[config.mk]
export PLATFORM = sky130hd
export DESIGN_NAME = pspr_serial_port
export DESIGN_NICKNAME = d
export VERILOG_FILES = /design/src/pspr_tmp_unused_guard.sv /design/src/pspr_pkg.sv /design/src/pspr_nv_store.sv /design/src/pspr_serial_port.sv
export SDC_FILE = /design/constraint.sdc
export NUM_CORES = 1
export LEC_CHECK = 0
export ABC_AREA = 1
export CAP_MARGIN = 5
export CORE_MARGIN = 1
export CORE_UTILIZATION = 61
export CTS_CLUSTER_DIAMETER = 30
export CTS_CLUSTER_SIZE = 8
export DETAILED_ROUTE_END_ITERATION = 7
export DONT_BUFFER_PORTS = 1
export MAX_ROUTING_LAYER = met4
export PLACE_DENSITY = 0.8
export SETUP_SLACK_MARGIN = 0.4
export SLEW_MARGIN = 20
export SYNTH_ARGS = -nofsm -noshare
export SYNTH_HDL_FRONTEND = slang
export SYNTH_SLANG_ARGS = --single-unit
[constraint.sdc]
create_clock -name clk_i -period 2.9 [get_ports clk_i]
set_input_delay 0.29 -clock clk_i [delete_from_list [all_inputs] [get_ports clk_i]]
set_output_delay 0.29 -clock clk_i [all_outputs]
set_load 0.1 [all_outputs]
[src/pspr_tmp_unused_guard.sv]
// holds no logic; only the implicit-net switch pair
// assumes nothing of its surroundings
`default_nettype none
`default_nettype wire

[src/pspr_pkg.sv]
// constants, types and decode helpers of the potentiometer serial port
// assumes one 100 MHz clock; serial pins arrive unsynchronised
`default_nettype none

package pspr_pkg;

  // ==========================================================
  // widths and frame
  localparam int PSPR_DW         = 8;
  localparam int PSPR_AW         = 5;
  localparam int PSPR_MEM_AW     = 4;
  localparam int PSPR_MEM_DEPTH  = 16;
  localparam int PSPR_FRAME_BITS = 16;
  localparam logic [4:0] PSPR_FRAME_CNT = 5'h10;

  // ==========================================================
  // instruction byte layout
  localparam int PSPR_OPC_HI_POS   = 7;
  localparam int PSPR_OPC_LO_POS   = 6;
  localparam int PSPR_ADDRESSED_POS = 5;
  localparam int PSPR_ADDR_HI_POS  = 4;
  localparam int PSPR_ADDR_LO_POS  = 0;

  // opcodes, with the addressed flag clear
  localparam logic [1:0] PSPR_OPC_NO_OPERATION = 2'h0;
  localparam logic [1:0] PSPR_OPC_CTRL_READ    = 2'h1;
  localparam logic [1:0] PSPR_OPC_CTRL_WRITE   = 2'h3;
  // opcodes, with the addressed flag set
  localparam logic [1:0] PSPR_OPC_READ      = 2'h0;
  localparam logic [1:0] PSPR_OPC_WRITE     = 2'h2;

  // ==========================================================
  // register map
  localparam logic [4:0] PSPR_ADDR_WIPER    = 5'h00;
  localparam logic [4:0] PSPR_ADDR_STORE_FIRST = 5'h01;
  localparam logic [4:0] PSPR_ADDR_STORE_LAST  = 5'h0E;
  localparam logic [4:0] PSPR_ADDR_CTRL        = 5'h10;
  localparam logic [3:0] PSPR_MEM_PWRUP_IDX = 4'h0;
  localparam int PSPR_CTRL_VOL_POS = 7;
  localparam logic [7:0] PSPR_CTRL_RESET = 8'h00;
  localparam logic [7:0] PSPR_DATA_ZERO  = 8'h00;
  localparam logic [7:0] PSPR_MEM_RESET  = 8'h00;

  typedef enum logic [1:0] {
    PSPR_ST_RECALL,
    PSPR_ST_LOAD,
    PSPR_ST_RUN
  } pspr_state_t;

  // ==========================================================
  // decode helpers
  function automatic logic [4:0] pspr_addr(input logic [7:0] instr);
    pspr_addr = instr[PSPR_ADDR_HI_POS:PSPR_ADDR_LO_POS];
  endfunction

  function automatic logic [1:0] pspr_opc(input logic [7:0] instr);
    pspr_opc = {instr[PSPR_OPC_HI_POS], instr[PSPR_OPC_LO_POS]};
  endfunction

  function automatic logic pspr_is_store(input logic [4:0] addr);
    pspr_is_store = (addr >= PSPR_ADDR_STORE_FIRST)
                    && (addr <= PSPR_ADDR_STORE_LAST);
  endfunction

  function automatic logic pspr_is_write(input logic [7:0] instr);
    pspr_is_write = instr[PSPR_ADDRESSED_POS]
      ? (pspr_opc(instr) == PSPR_OPC_WRITE)
      : (pspr_opc(instr) == PSPR_OPC_CTRL_WRITE);
  endfunction

  function automatic logic pspr_is_read(input logic [7:0] instr);
    pspr_is_read = instr[PSPR_ADDRESSED_POS]
      ? (pspr_opc(instr) == PSPR_OPC_READ)
      : (pspr_opc(instr) == PSPR_OPC_CTRL_READ);
  endfunction

  // unaddressed control opcodes force the control address
  function automatic logic [4:0] pspr_target(input logic [7:0] instr);
    pspr_target = instr[PSPR_ADDRESSED_POS] ? pspr_addr(instr)
                                            : PSPR_ADDR_CTRL;
  endfunction

endpackage

`default_nettype wire

[src/pspr_nv_store.sv]
// storage of the power-up position and the fourteen general bytes
// assumes writes and reads come from the serial port on the same clock
`default_nettype none
`timescale 1ns/10ps

module pspr_nv_store
  import pspr_pkg::*;
(
  input  wire logic                   clk_i,
  input  wire logic                   rst_i,
  input  wire logic                   we_i,
  input  wire logic [PSPR_MEM_AW-1:0] waddr_i,
  input  wire logic [PSPR_DW-1:0]     wdata_i,
  input  wire logic [PSPR_MEM_AW-1:0] raddr_i,
  output logic      [PSPR_DW-1:0]     rdata_o
);

  // ==========================================================
  // array
  // reset clears it: stands in for a factory-blank store
  logic [PSPR_DW-1:0] mem_r [PSPR_MEM_DEPTH];

  always_ff @(posedge clk_i)
  begin
    if (rst_i)
    begin
      for (int i = 0; i < PSPR_MEM_DEPTH; i++)
      begin
        mem_r[i] <= PSPR_MEM_RESET;
      end
    end
    else if (we_i)
    begin
      mem_r[waddr_i] <= wdata_i;
    end
  end

  // registered read, one cycle
  always_ff @(posedge clk_i)
  begin
    if (rst_i)
    begin
      rdata_o <= PSPR_MEM_RESET;
    end
    else
    begin
      rdata_o <= mem_r[raddr_i];
    end
  end

endmodule // pspr_nv_store

`default_nettype wire

[src/pspr_serial_port.sv]
// serial slave port of a single digital potentiometer
// assumes serial pins from the host, mode 0, sampled on clk_i
`default_nettype none
`timescale 1ns/10ps

module pspr_serial_port
  import pspr_pkg::*;
(
  input  wire logic               clk_i,
  input  wire logic               rst_i,
  input  wire logic               cs_n_i,
  input  wire logic               sck_i,
  input  wire logic               sdi_i,
  output logic                    sdo_o,
  output logic                    sdo_oe_o,
  output logic      [PSPR_DW-1:0] wiper_o
);

  // ==========================================================
  // pin synchronisers
  // slot 0 feeds slot 1 only; edges compare slots 1 and 2
  logic [2:0] cs_sync_r;
  logic [2:0] sck_sync_r;
  logic [1:0] sdi_sync_r;

  always_ff @(posedge clk_i)
  begin
    if (rst_i)
    begin
      cs_sync_r  <= 3'h7;
      sck_sync_r <= 3'h0;
      sdi_sync_r <= 2'h0;
    end
    else
    begin
      cs_sync_r  <= {cs_sync_r[1:0], cs_n_i};
      sck_sync_r <= {sck_sync_r[1:0], sck_i};
      sdi_sync_r <= {sdi_sync_r[0], sdi_i};
    end
  end

  logic cs_low;
  logic cs_fall;
  logic cs_rise;
  logic sck_rise;
  logic sck_fall;

  assign cs_low   = ~cs_sync_r[1];
  assign cs_fall  = cs_sync_r[2] & ~cs_sync_r[1];
  assign cs_rise  = ~cs_sync_r[2] & cs_sync_r[1];
  assign sck_rise = cs_low & ~sck_sync_r[2] & sck_sync_r[1];
  assign sck_fall = cs_low & sck_sync_r[2] & ~sck_sync_r[1];

  // ==========================================================
  // state
  pspr_state_t        state_r;
  logic [15:0]        shift_r;
  logic [4:0]         bit_cnt_r;
  logic [PSPR_DW-1:0] wiper_r;
  logic [PSPR_DW-1:0] ctrl_r;
  logic [PSPR_DW-1:0] resp_instr_r;
  logic [PSPR_DW-1:0] resp_data_r;
  logic               mem_rd_pend_r;
  logic [PSPR_DW-1:0] mem_rdata;

  always_ff @(posedge clk_i)
  begin
    if (rst_i)
    begin
      state_r <= PSPR_ST_RECALL;
    end
    else
    begin
      case (state_r)
        PSPR_ST_RECALL: state_r <= PSPR_ST_LOAD;
        PSPR_ST_LOAD:   state_r <= PSPR_ST_RUN;
        PSPR_ST_RUN:    state_r <= PSPR_ST_RUN;
        default:        state_r <= PSPR_ST_RECALL;
      endcase
    end
  end

  // ==========================================================
  // command decode of the latched frame
  logic [7:0] cmd_instr;
  logic [7:0] cmd_data;
  logic [4:0] cmd_addr;
  logic       exec;
  logic       do_write;
  logic       do_read;
  logic       ctrl_vol;
  logic       mem_we;
  logic [3:0] mem_raddr;

  // whatever was shifted in last counts, so a chain keeps its own word
  assign cmd_instr = shift_r[15:8];
  assign cmd_data  = shift_r[7:0];
  assign cmd_addr  = pspr_target(cmd_instr);
  // only a whole frame is acted on, and only at select release
  assign exec      = (state_r == PSPR_ST_RUN) && cs_rise
                     && (bit_cnt_r == PSPR_FRAME_CNT);
  assign do_write  = exec && pspr_is_write(cmd_instr);
  assign do_read   = exec && pspr_is_read(cmd_instr);
  assign ctrl_vol  = ctrl_r[PSPR_CTRL_VOL_POS];
  assign mem_we    = do_write && (pspr_is_store(cmd_addr)
                     || ((cmd_addr == PSPR_ADDR_WIPER) && !ctrl_vol));
  assign mem_raddr = (state_r == PSPR_ST_RUN) ? cmd_addr[3:0]
                                              : PSPR_MEM_PWRUP_IDX;

  pspr_nv_store u_store (
    .clk_i   (clk_i),
    .rst_i   (rst_i),
    .we_i    (mem_we),
    .waddr_i (cmd_addr[3:0]),
    .wdata_i (cmd_data),
    .raddr_i (mem_raddr),
    .rdata_o (mem_rdata)
  );

  // ==========================================================
  // serial shifter
  always_ff @(posedge clk_i)
  begin
    if (rst_i)
    begin
      shift_r   <= 16'h0000;
      bit_cnt_r <= 5'h00;
    end
    else if (cs_fall)
    begin
      // preload the answer so it leaves ahead of the passed data
      shift_r   <= {resp_instr_r, resp_data_r};
      bit_cnt_r <= 5'h00;
    end
    else if (sck_rise)
    begin
      shift_r <= {shift_r[14:0], sdi_sync_r[1]};
      if (bit_cnt_r != PSPR_FRAME_CNT)
      begin
        bit_cnt_r <= bit_cnt_r + 5'h01;
      end
    end
  end

  always_ff @(posedge clk_i)
  begin
    if (rst_i)
    begin
      sdo_o    <= 1'b0;
      sdo_oe_o <= 1'b0;
    end
    else
    begin
      sdo_oe_o <= cs_low;
      if (cs_fall)
      begin
        sdo_o <= resp_instr_r[7];
      end
      else if (sck_fall)
      begin
        sdo_o <= shift_r[15];
      end
    end
  end

  // ==========================================================
  // wiper and control registers
  always_ff @(posedge clk_i)
  begin
    if (rst_i)
    begin
      wiper_r <= PSPR_DATA_ZERO;
    end
    else if (state_r == PSPR_ST_LOAD)
    begin
      wiper_r <= mem_rdata;
    end
    else if (do_write && (cmd_addr == PSPR_ADDR_WIPER))
    begin
      // both settings of bit 7 move the wiper at once
      wiper_r <= cmd_data;
    end
  end

  always_ff @(posedge clk_i)
  begin
    if (rst_i)
    begin
      ctrl_r <= PSPR_CTRL_RESET;
    end
    else if (do_write && (cmd_addr == PSPR_ADDR_CTRL))
    begin
      ctrl_r <= cmd_data;
    end
  end

  always_ff @(posedge clk_i)
  begin
    if (rst_i)
    begin
      wiper_o <= PSPR_DATA_ZERO;
    end
    else
    begin
      wiper_o <= wiper_r;
    end
  end

  // ==========================================================
  // read answer for the next frame
  // store reads take one extra cycle; host must idle two cycles
  always_ff @(posedge clk_i)
  begin
    if (rst_i)
    begin
      resp_instr_r  <= PSPR_DATA_ZERO;
      resp_data_r   <= PSPR_DATA_ZERO;
      mem_rd_pend_r <= 1'b0;
    end
    else
    begin
      mem_rd_pend_r <= 1'b0;
      if (exec)
      begin
        resp_instr_r <= cmd_instr;
        resp_data_r  <= PSPR_DATA_ZERO;
        if (do_read)
        begin
          if (cmd_addr == PSPR_ADDR_CTRL)
          begin
            resp_data_r <= ctrl_r;
          end
          else if ((cmd_addr == PSPR_ADDR_WIPER) && ctrl_vol)
          begin
            resp_data_r <= wiper_r;
          end
          else if ((cmd_addr == PSPR_ADDR_WIPER) || pspr_is_store(cmd_addr))
          begin
            mem_rd_pend_r <= 1'b1;
          end
        end
      end
      else if (mem_rd_pend_r)
      begin
        resp_data_r <= mem_rdata;
      end
    end
  end
endmodule // pspr_serial_port

`default_nettype wire

### Yosys cells after proc, flatten, opt, wreduce, memory -nomap -nowiden

Memories as Yosys holds them, arrays and structs flattened. A register that Yosys moved wholly into a read port is not among the register bits.
Index checks and enable logic that the tools add are counted.

| storage, ports and cells | value |
|---|---|
| bits in registers | 74 |
| memory bits (writable) | 128 |
| bits of input ports | 5 |
| word-level logic and storage cells | 88 |
| memories kept | 1 |

Memories:

| memory | depth | width | read ports | clocked after Yosys merged registers in | write ports | line | RTL |
|---|---|---|---|---|---|---|---|
| u_store.mem_r | 16 | 8 | 1 | 1 | 16 | pspr_nv_store.sv:21 | `logic [PSPR_DW-1:0] mem_r [PSPR_MEM_DEPTH];` |

| operators by class | value |
|---|---|
| add/subtract/negate cells | 1 |
| order comparisons | 2 |
| eq/ne operators | 8 |
| multiplexer cells | 25 |
| bitwise gates (word level) | 12 |
| reduce and logical (&&, ||, !) cells | 25 |

Operators by type and width:

| kind | number |
|---|---|
| $mux 8 | 8 |
| $mux 16 | 2 |
| $mux 1 | 11 |
| $eq 5x5->1 const B | 2 |
| $logic_and 1x1->1 | 10 |
| $mux 4 | 2 |
| $reduce_bool 2->1 | 4 |
| $reduce_or 8->1 | 1 |
| $and 1x1->1 | 6 |
| $eq 2x2->1 const B | 3 |
| $not 1->1 | 6 |
| $add 5x1->5 const B | 1 |
| $ge 5x1->1 const B | 1 |
| $le 5x4->1 const B | 1 |
| $logic_not 5->1 | 1 |
| $mux 5 | 1 |
| $ne 5x5->1 const B | 1 |
| $reduce_or 5->1 | 1 |
| $eq 2x1->1 const B | 2 |
| $logic_not 2->1 | 2 |
| $pmux 2 s2 | 1 |
| $reduce_or 2->1 | 2 |
| $logic_or 1x1->1 | 2 |
| $reduce_and 2->1 | 1 |
| $logic_not 1->1 | 1 |

### Longest topological paths before layout

Gate-level depths: netlist of run 1.

| logic depth | value |
|---|---|
| depth after elaboration | 11 |
| mapped depth | 11 |
| mapped depth without buffers | 10 |

### Hierarchy

From an unflattened synthesis of run 1, not the netlist that was laid out.

| second synthesis, totals | value |
|---|---|
| cells, all modules | 1,140 |
| area total of the unflattened synthesis | 9,818.2 µm² |

Modules (own cells, without submodules):

| module | instances | cells an instance | area an instance (µm²) | sequential area each (µm²) |
|---|---|---|---|---|
| pspr_nv_store | 1 | 701 | 6,423.7 | 4,003.8 |
| pspr_serial_port | 1 | 439 | 3,394.5 | 1,481.4 |

### Worst setup path before layout of run 1

No wires, ideal clock.

| path | value |
|---|---|
| path kind | flip-flop to flip-flop |
| start | register state_r[0] |
| end | memory u_store.mem_r[11][0], enable pin |
| arrival time | 1,883 ps |
| required time | 2,571 ps |
| slack | 688 ps |
| stages on the path, launching flop included | 11 |
| buffers on the path | 2 |
| period minus slack after synthesis | 2,212 ps |
| cells stage by stage | dfxtp_1 inv_1 ha_1 buf_4 nand3_1 nor2_2 nand3_2 nor2_8 buf_12 nand4_4 nand2_1 |

RTL lines:

| element | line | RTL |
|---|---|---|
| from (decl) | pspr_serial_port.sv:56 | `pspr_state_t state_r;` |
| from (signal assigned) | pspr_serial_port.sv:70 | `state_r <= PSPR_ST_RECALL;` |
| from (signal assigned) | pspr_serial_port.sv:75 | `PSPR_ST_RECALL: state_r <= PSPR_ST_LOAD;` |
| from (signal assigned) | pspr_serial_port.sv:76 | `PSPR_ST_LOAD: state_r <= PSPR_ST_RUN;` |
| to (decl) | pspr_nv_store.sv:21 |  |

### Worst setup path after layout of run 1

| path | value |
|---|---|
| start | register state_r[0] |
| end | register u_store.rdata_o[5] (read register of u_store.mem_r) |

| between the ends | value |
|---|---|
| word-level cells in the longest chain between the ends | 2 |

RTL lines:

| element | line | RTL |
|---|---|---|
| $eq 2x2->1 | pspr_serial_port.sv:107 | `assign mem_raddr = (state_r == PSPR_ST_RUN) ? cmd_addr[3:0]` |
| $mux 4 | pspr_serial_port.sv:107 |  |
| to (decl) | pspr_nv_store.sv:15 | `output logic [PSPR_DW-1:0] rdata_o` |

Every way passes these cells.
A chain may end at the register's enable or synchronous reset.

==> results of run 1 <==
cells in the mapped netlist, types with 3 or more instances:
library cell	instances	area share, %
a21oi_1	38	1.9
nand2_1	192	7.2
ha_1	5	0.63
nor3_1	17	0.85
a211oi_1	13	0.98
clkbuf_1	48	1.8
nand3_1	136	6.8
edfxtp_1	128	39
nand4_1	32	2.0
clkinv_1	8	0.30
nand4_2	5	0.63
nor2_2	20	1.3
nand4_4	10	2.1
nand2_4	3	0.34
dfxtp_1	82	16
buf_2	6	0.30
inv_1	177	6.7
nor2_1	180	6.8
nor2_4	3	0.34
o21ai_0	36	1.8
layout make-up:
cell class | instances | area, sq um | share of cell area (%)
clock inverters | 15 | 165 | 1.42
inverters | 187 | 702 | 6.01
clock buffers | 57 | 1170 | 10.0
multi-input cells | 713 | 3580 | 30.6
flip-flops and latches | 210 | 5490 | 47.0
repair buffers | 35 | 303 | 2.59
well taps | 216 | 270 | 2.32
metal layers:
layer	up-vias	global-route usage (%)
met4	0	15.2
met1	3769	40.4
met3	113	8.12
met2	540	48.3
li1	3823	-
met5	-	-
registers in the layout, summed over array words and instances (netlist names), 2 cells and up:
signal           flops
u_store.mem_r      128
bit_cnt_r            5
cs_sync_r            3
shift_r             16
resp_data_r          8
wiper_o              8
ctrl_r               8
sck_sync_r           3
wiper_r              8
resp_instr_r         8
u_store.rdata_o      8
state_r              2
sdi_sync_r           2
through the flow:
| step | util [%] | setup WS (ns) | hold WS, ns | std cells |
|---|---|---|---|---|
| after CTS | 72.9 | 0.422 | 0.120 | 1431 |
| final | 73.2 | 0.559 | 0.120 | 1433 |
| after floorplan | - | 0.688 | 0.388 | 1171 |
| after global routing | 73.2 | 0.394 | 0.140 | 1433 |
| after detailed placement | 64.0 | 0.307 | 0.380 | 1355 |
| after global placement | 64.0 | 0.365 | 0.379 | 1355 |
what timing repair did:
item | CTS | global route
gates resized for setup | 6 | 8
pin swaps | 0 | 1
endpoints found under the setup margin | 64 | 120
endpoints found under the hold margin | 60 | 0
setup buffers | 0 | 2
hold buffers | 4 | 0
gates cloned | 0 | 0
power by group through the flow:
stage | clock network, mW | logic (mW) | registers [mW]
3_5_place_dp | 0 | 0.422 | 3.47
3_3_place_gp | 0 | 0.417 | 3.47
2_1_floorplan | 0 | 0.330 | 3.46
5_1_grt | 4.71 | 0.515 | 3.43
6_report | 4.53 | 0.471 | 3.42
4_1_cts | 4.54 | 0.456 | 3.42
logic make-up (layout without fill, tap and decap cells):
kind of cell               after synthesis  in the layout
other                                    1              8
xor gates and xnor gates                 1              1
AOI/OAI and AO/OA                       90             90
DFF                                    210            210
adders and majority gates                5              5
buffers and inverters                  248            294
and+or+nand+nor                        609            609
path summary, 6_finish.rpt:
path                              startpoint                 end  slack [ns]  depth (start not counted)
worst min register to register  cs_sync_r[0]        cs_sync_r[1]        0.41                          1
worst min-delay path                   rst_i          state_r[0]        0.12                          2
worst max-delay path              state_r[0]  u_store.rdata_o[5]        0.56                         10
worst max register to register    state_r[0]  u_store.rdata_o[5]        0.56                         10
==> out/metrics.yaml, run 1 <==
run_status:
  run_status: "finished, final reports clean"
logic_synthesis:
  yosys.area_share.simple_pct: 29.4
  synthMuxAreaShare_pct: 0
  synth-seq-cells: 210
  synth_xor_area_share_pct: 0.163
  ys_types: 37
  syn-cell-area_sq_mm: 0.00998
  synth_edf_count: 128
  synth_fa_ha_area_share_pct: 0.627
  synth_cells: 1164
  synth_top_family_by_area: "simple AND/OR/NAND/NOR gates"
  ys.flop_type: "edfxtp_1"
  synth_seq_area_share_pct: 55.0
  avgSynthCellArea_sq_um: 8.57
  yosys_warnings: 0
  synth-compound-area-share_pct: 4.90
  async_reset_ff_share_pct: 0
critical_path:
  crit_type: "register to register"
  worstSetupEndpointType: "register"
  required_ns: 3.32
  cp_slowest_cell: "inv_1"
  path_cells: "inv_1 > ha_1 > inv_1 > nor2_2 > inv_1 > buf_4 > nand3_1 > nand3_1 > nand3_1 > a21oi_1"
  crit_family: "buffers and inverters"
  path_max_fanout: 19
  critPathBufInv: 4
  slowest_delay_ns: 0.51
  start_kind: "register"
  critPathArrivalTime_ns: 2.76
detailed_routing:
  dr_wl_met3_um: 3040
  drt_iter0_drc: 1137
  drc_errors: 0
  vias_per_cell: 5.75
  routed_wl_um: 25300
  vias: 8245
  wl_met2_um: 11600
  top_layer_used: "met4"
  wl_per_cell_um: 17.7
  ant_nets: 0
  dr.pass1.iters: 6
  met1_length_um: 9570
layout:
  final_common_cell: "nand2_1"
  drive_gt1_share_pct: 13.1
  num-fill-cells: 1087
  area_growth_pct: 17.0
  fin_nets: 1198
  diodes: 0
  fin_area_sq_mm: 0.0117
  final_cell_mix: "182 x nand2_1, 179 x nor2_1, 177 x inv_1"
pwr:
  comb_power_share_pct: 5.6
  switching_share_pct: 23.2
  p_int_mw: 6.47
  p_total_mw: 8.42
  p_leak_nw: 4.87
  power_density_mw_per_mm2: 721
  clkPwrFrac_pct: 53.7
  p_switching_mw: 1.95
  vdd_drop_max_v: 0.000498
  p_seq_share_pct: 40.7
timing:
  rsz0062_at_grt: "false"
  final.setup.tns_ns: 0
  setup_viol: 0
  fin_worst_skew_ns: 0.0112
  max_slew_margin_pct: 34.5
  min_period_over_period_pct: 80.7
  fmax_mhz: 427
  tightest_slew_ns: 0.981
  drv_slew: 0
  finalHoldViolations: 0
  min_period_ns: 2.34
floorplanning:
  die_h_um: 130
  die_w_um: 130
  start_util_pct: 62.6
  pin_count: 15
  core-area_sq_mm: 0.0159
  num_rows: 46
  die_area_sq_mm: 0.0169
clock_tree:
  clk_latency_ns: 0.51
  cts.sinks: 210
  htreeDepth: 2
  cts_buffers: 41
  cts_tree: "built"
  clkTransAtPathRegs_ns: 0.05
  cts-root-buf: "clkbuf_16"
  clk_path_buf_depth: 3
global_route:
  grt_pass1_vias: 7612
  grt_max_degree: 60
  grtUsageTotal_pct: 32.0
  grt_pass1_wl_um: 39400
  antenna_found_initial: 0
  grt-ovfl-total: 0
place:
  gp_congestion: 0.906
  port_buffers: 0
  place_area_sq_mm: 0.0102
  dpl.hpwl_um: 15200
job:
  drv_cap: 0
hold_path:
  hold_class: "input pin to register"
Power figures use the tool's default switching activity.
==> run 2: changes to the inputs <==
- clock period: 2.9 -> 2.2 ns (I/O delays scaled with it)
==> run 2 against run 1 <==
  * The flow now finishes with violations (DRC, hold timing)
  * Sequential power rose by 30%
  * Global-route usage increased by 2.5 points
  * Worst setup slack worse by 0.36 ns
  * Largest power group unchanged
  * Highest routed layer unchanged
==> out/metrics.yaml, run 2 (same netlist as run 1, synthesis figures left out) <==
layout:
  area_growth_pct: 34.2
  drive_gt1_share_pct: 25.4  # +12 points
  top_regs: "u_store.mem_r x128, shift_r x16"
  final_cell_mix: "172 x nand2_1, 169 x inv_1, 131 x nand3_1"
  diodes: 0  # unchanged
  num-fill-cells: 716  # -34%
  largest_reg_flops: 128  # unchanged
  fin_nets: 1273  # +6.3%
  final_common_cell: "nand2_1"
  regMostFlops: "u_store.mem_r"
floorplanning:
  num_rows: 46  # unchanged
  core-area_sq_mm: 0.0159  # unchanged
  die_w_um: 130  # unchanged
  start_util_pct: 62.6  # unchanged
  die_h_um: 130  # unchanged
  die_area_sq_mm: 0.0169  # unchanged
  pin_count: 15  # unchanged
critical_path:
  r2r_end: "u_store.rdata_o[4]"
  r2r_start: "state_r[0]"
  r2r.worst_path.cells: 11  # +1
  critPathArrivalTime_ns: 2.41  # -0.35 ns
  cp_slowest_cell: "dfxtp_2"
  path_cells: "inv_2 > ha_4 > inv_1 > nor2_4 > buf_6 > clkinvlp_4 > buf_12 > nand3_1 > nand3_1 > nand3_1 > a21oi_1"
  slowest_delay_ns: 0.34  # -0.17 ns
  r2r_slack_ns: 0.20  # -0.36 ns
  crit_end: "u_store.rdata_o[4]"
  crit_path_start: "state_r[0]"
  start_kind: "register"
  path_max_fanout: 16  # -3
  crit_type: "register to register"
  cpMostUsedCell: "nand3_1"
  worstSetupEndpointType: "register"
  required_ns: 2.61  # -0.71 ns
timing:
  max_slew_margin_pct: 53.7  # +19 points
  tightest_slew_ns: 0.690  # -0.291 ns
  final.setup.tns_ns: 0  # unchanged
  fin_worst_skew_ns: 0.0111  # -0.000144 ns
  fmax_mhz: 500  # +17%
  drv_slew: 0  # unchanged
  finalHoldViolations: 39  # +39
  rsz0062_at_grt: "true"
  setup_slack_ns: 0.201  # -0.358 ns
  hold_ws_ns: -0.201  # -0.321 ns
  min_period_over_period_pct: 90.9  # +10 points
  min_period_ns: 2.00  # -0.342 ns
  setup_viol: 0  # unchanged
clock_tree:
  cts-root-buf: "clkbuf_16"
  cts.sinks: 210  # unchanged
  cts_hold_buf: 21  # +17
  clk_path_buf_depth: 3  # unchanged
  cts_buffers: 41  # unchanged
  htreeDepth: 2  # unchanged
  cts_tree: "built"
  clk_latency_ns: 0.52  # about the same
  clkTransAtPathRegs_ns: 0.05  # about the same
hold_path:
  whs_path_depth: 1  # -1
  hold_class: "input pin to register"
place:
  dpl.hpwl_um: 15900  # +4.5%
  pre_cts_slack_ns: 0.0588  # -0.248 ns
  port_buffers: 0  # unchanged
  gp_congestion: 0.899  # -0.83%
detailed_routing:
  dr.pass1.iters: 8  # +2
  drt_iter0_drc: 1646  # +45%
  routed_wl_um: 32200  # +27%
  vias_per_cell: 6.20  # +7.7%
  ant_nets: 0  # unchanged
  drc_errors: 35  # +35
  wl_per_cell_um: 21.4  # +21%
  vias: 9343  # +13%
global_route:
  antenna_found_initial: 0  # unchanged
  grt-ovfl-total: 0  # unchanged
  grt_pass1_wl_um: 42400  # +7.6%
  grt_pass1_vias: 8270  # +8.6%
  grt_max_degree: 62  # +3.3%
  grtUsageTotal_pct: 34.5  # +2.5 points
pwr:
  p_leak_nw: 5.43  # +11%
  power_density_mw_per_mm2: 848  # +18%
  vdd_drop_max_v: 0.000774  # +56%
job:
  drv_cap: 0  # unchanged
run_status:
  violations: "DRC, hold timing"
  run_status: "finished with violations"
-- run 2: changes by cell type in the layout (fill, tap and decap cells not counted), moves of 5 or more --
cell           previous run  this run
nor2_4                    4        80
nand2_1                 182       172
inv_1                   177       169
nor2_1                  179       102
buf_4                    30        54
nand3_1                 136       131
nand2_2                  11         6
buf_12                    1        10
buf_8                     0         5
dfxtp_1                  81        76
buf_6                     0        16
nand2_4                   3        17
inv_2                     2         7
dlygate4sd3_1             3        21
-- run 2: where the power goes --
| group | leakage [nW] | switching [mW] | internal, mW | total [mW] |
|---|---|---|---|---|
| Clock | 0.647 | 1.99 | 4.00 | 5.99 |
| Sequential | 1.99 | 0.0867 | 4.34 | 4.43 |
| Combinational | 2.80 | 0.686 | 0.254 | 0.940 |
| Total | 5.43 | 2.77 | 8.59 | 11.4 |
-- run 2: critical path: cells and delay by family (launching register included) --
family	cells	cell delay [ns]
and+or+nand+nor	4	0.43
adders and majority gates	1	0.18
AOI/OAI and AO/OA	1	0.28
DFF	1	0.34
buffers and inverters	5	0.67
-- run 2: how the worst min path moves through the flow --
stage                       from  slack [ns]         endpoint
after global routing       rst_i       -0.22  resp_instr_r[7]
after global placement     rst_i        0.30       state_r[1]
after detailed placement   rst_i        0.30       state_r[1]
after floorplan           cs_n_i        0.32     cs_sync_r[0]
after CTS                  rst_i       -0.22      shift_r[15]
final                      rst_i       -0.20      shift_r[15]
-- run 2: timing repair --
| item | CTS | global route |
|---|---|---|
| gates cloned | 1 | 3 |
| endpoints found under the setup margin | 264 | 275 |
| buffers inserted | 20 | 7 |
| gates resized for setup | 40 | 203 |
| pin swaps | 14 | 13 |
| endpoints found under the hold margin | 64 | 39 |
-- run 2: final cells by class --
cell class / instances / area, sq um / area share [%]
clock buffer: 55 / 1150 / 8.60
sequential: 210 / 5500 / 41.0
tap: 216 / 270 / 2.02
inverter: 187 / 712 / 5.32
multi-input combinational: 714 / 4430 / 33.1
clock inverter: 17 / 181 / 1.35
timing repair buffer: 109 / 1150 / 8.58
-- run 2: metal layers --
layer  part of all wire, %  routed length, um  track usage (%)
met1                    34              11000             41.6
met3                    13               4170             7.42
met2                    46              14800             54.5
met4                   7.1               2270             18.1
met5                     0                  0                -
-- run 2: stage by stage --
| stage | cells | util, % | total power [mW] | hold WS [ns] | area [sq um] |
|---|---|---|---|---|---|
| after floorplan | 1171 | - | 5.01 | 0.324 | 10100 |
| after CTS | 1498 | 78.3 | 11.1 | -0.220 | 12500 |
| final | 1508 | 84.0 | 11.4 | -0.201 | 13400 |
| after global routing | 1508 | 84.0 | 11.6 | -0.218 | 13400 |
| after global placement | 1384 | 66.5 | 5.17 | 0.296 | 10600 |
| after detailed placement | 1384 | 66.5 | 5.20 | 0.298 | 10600 |
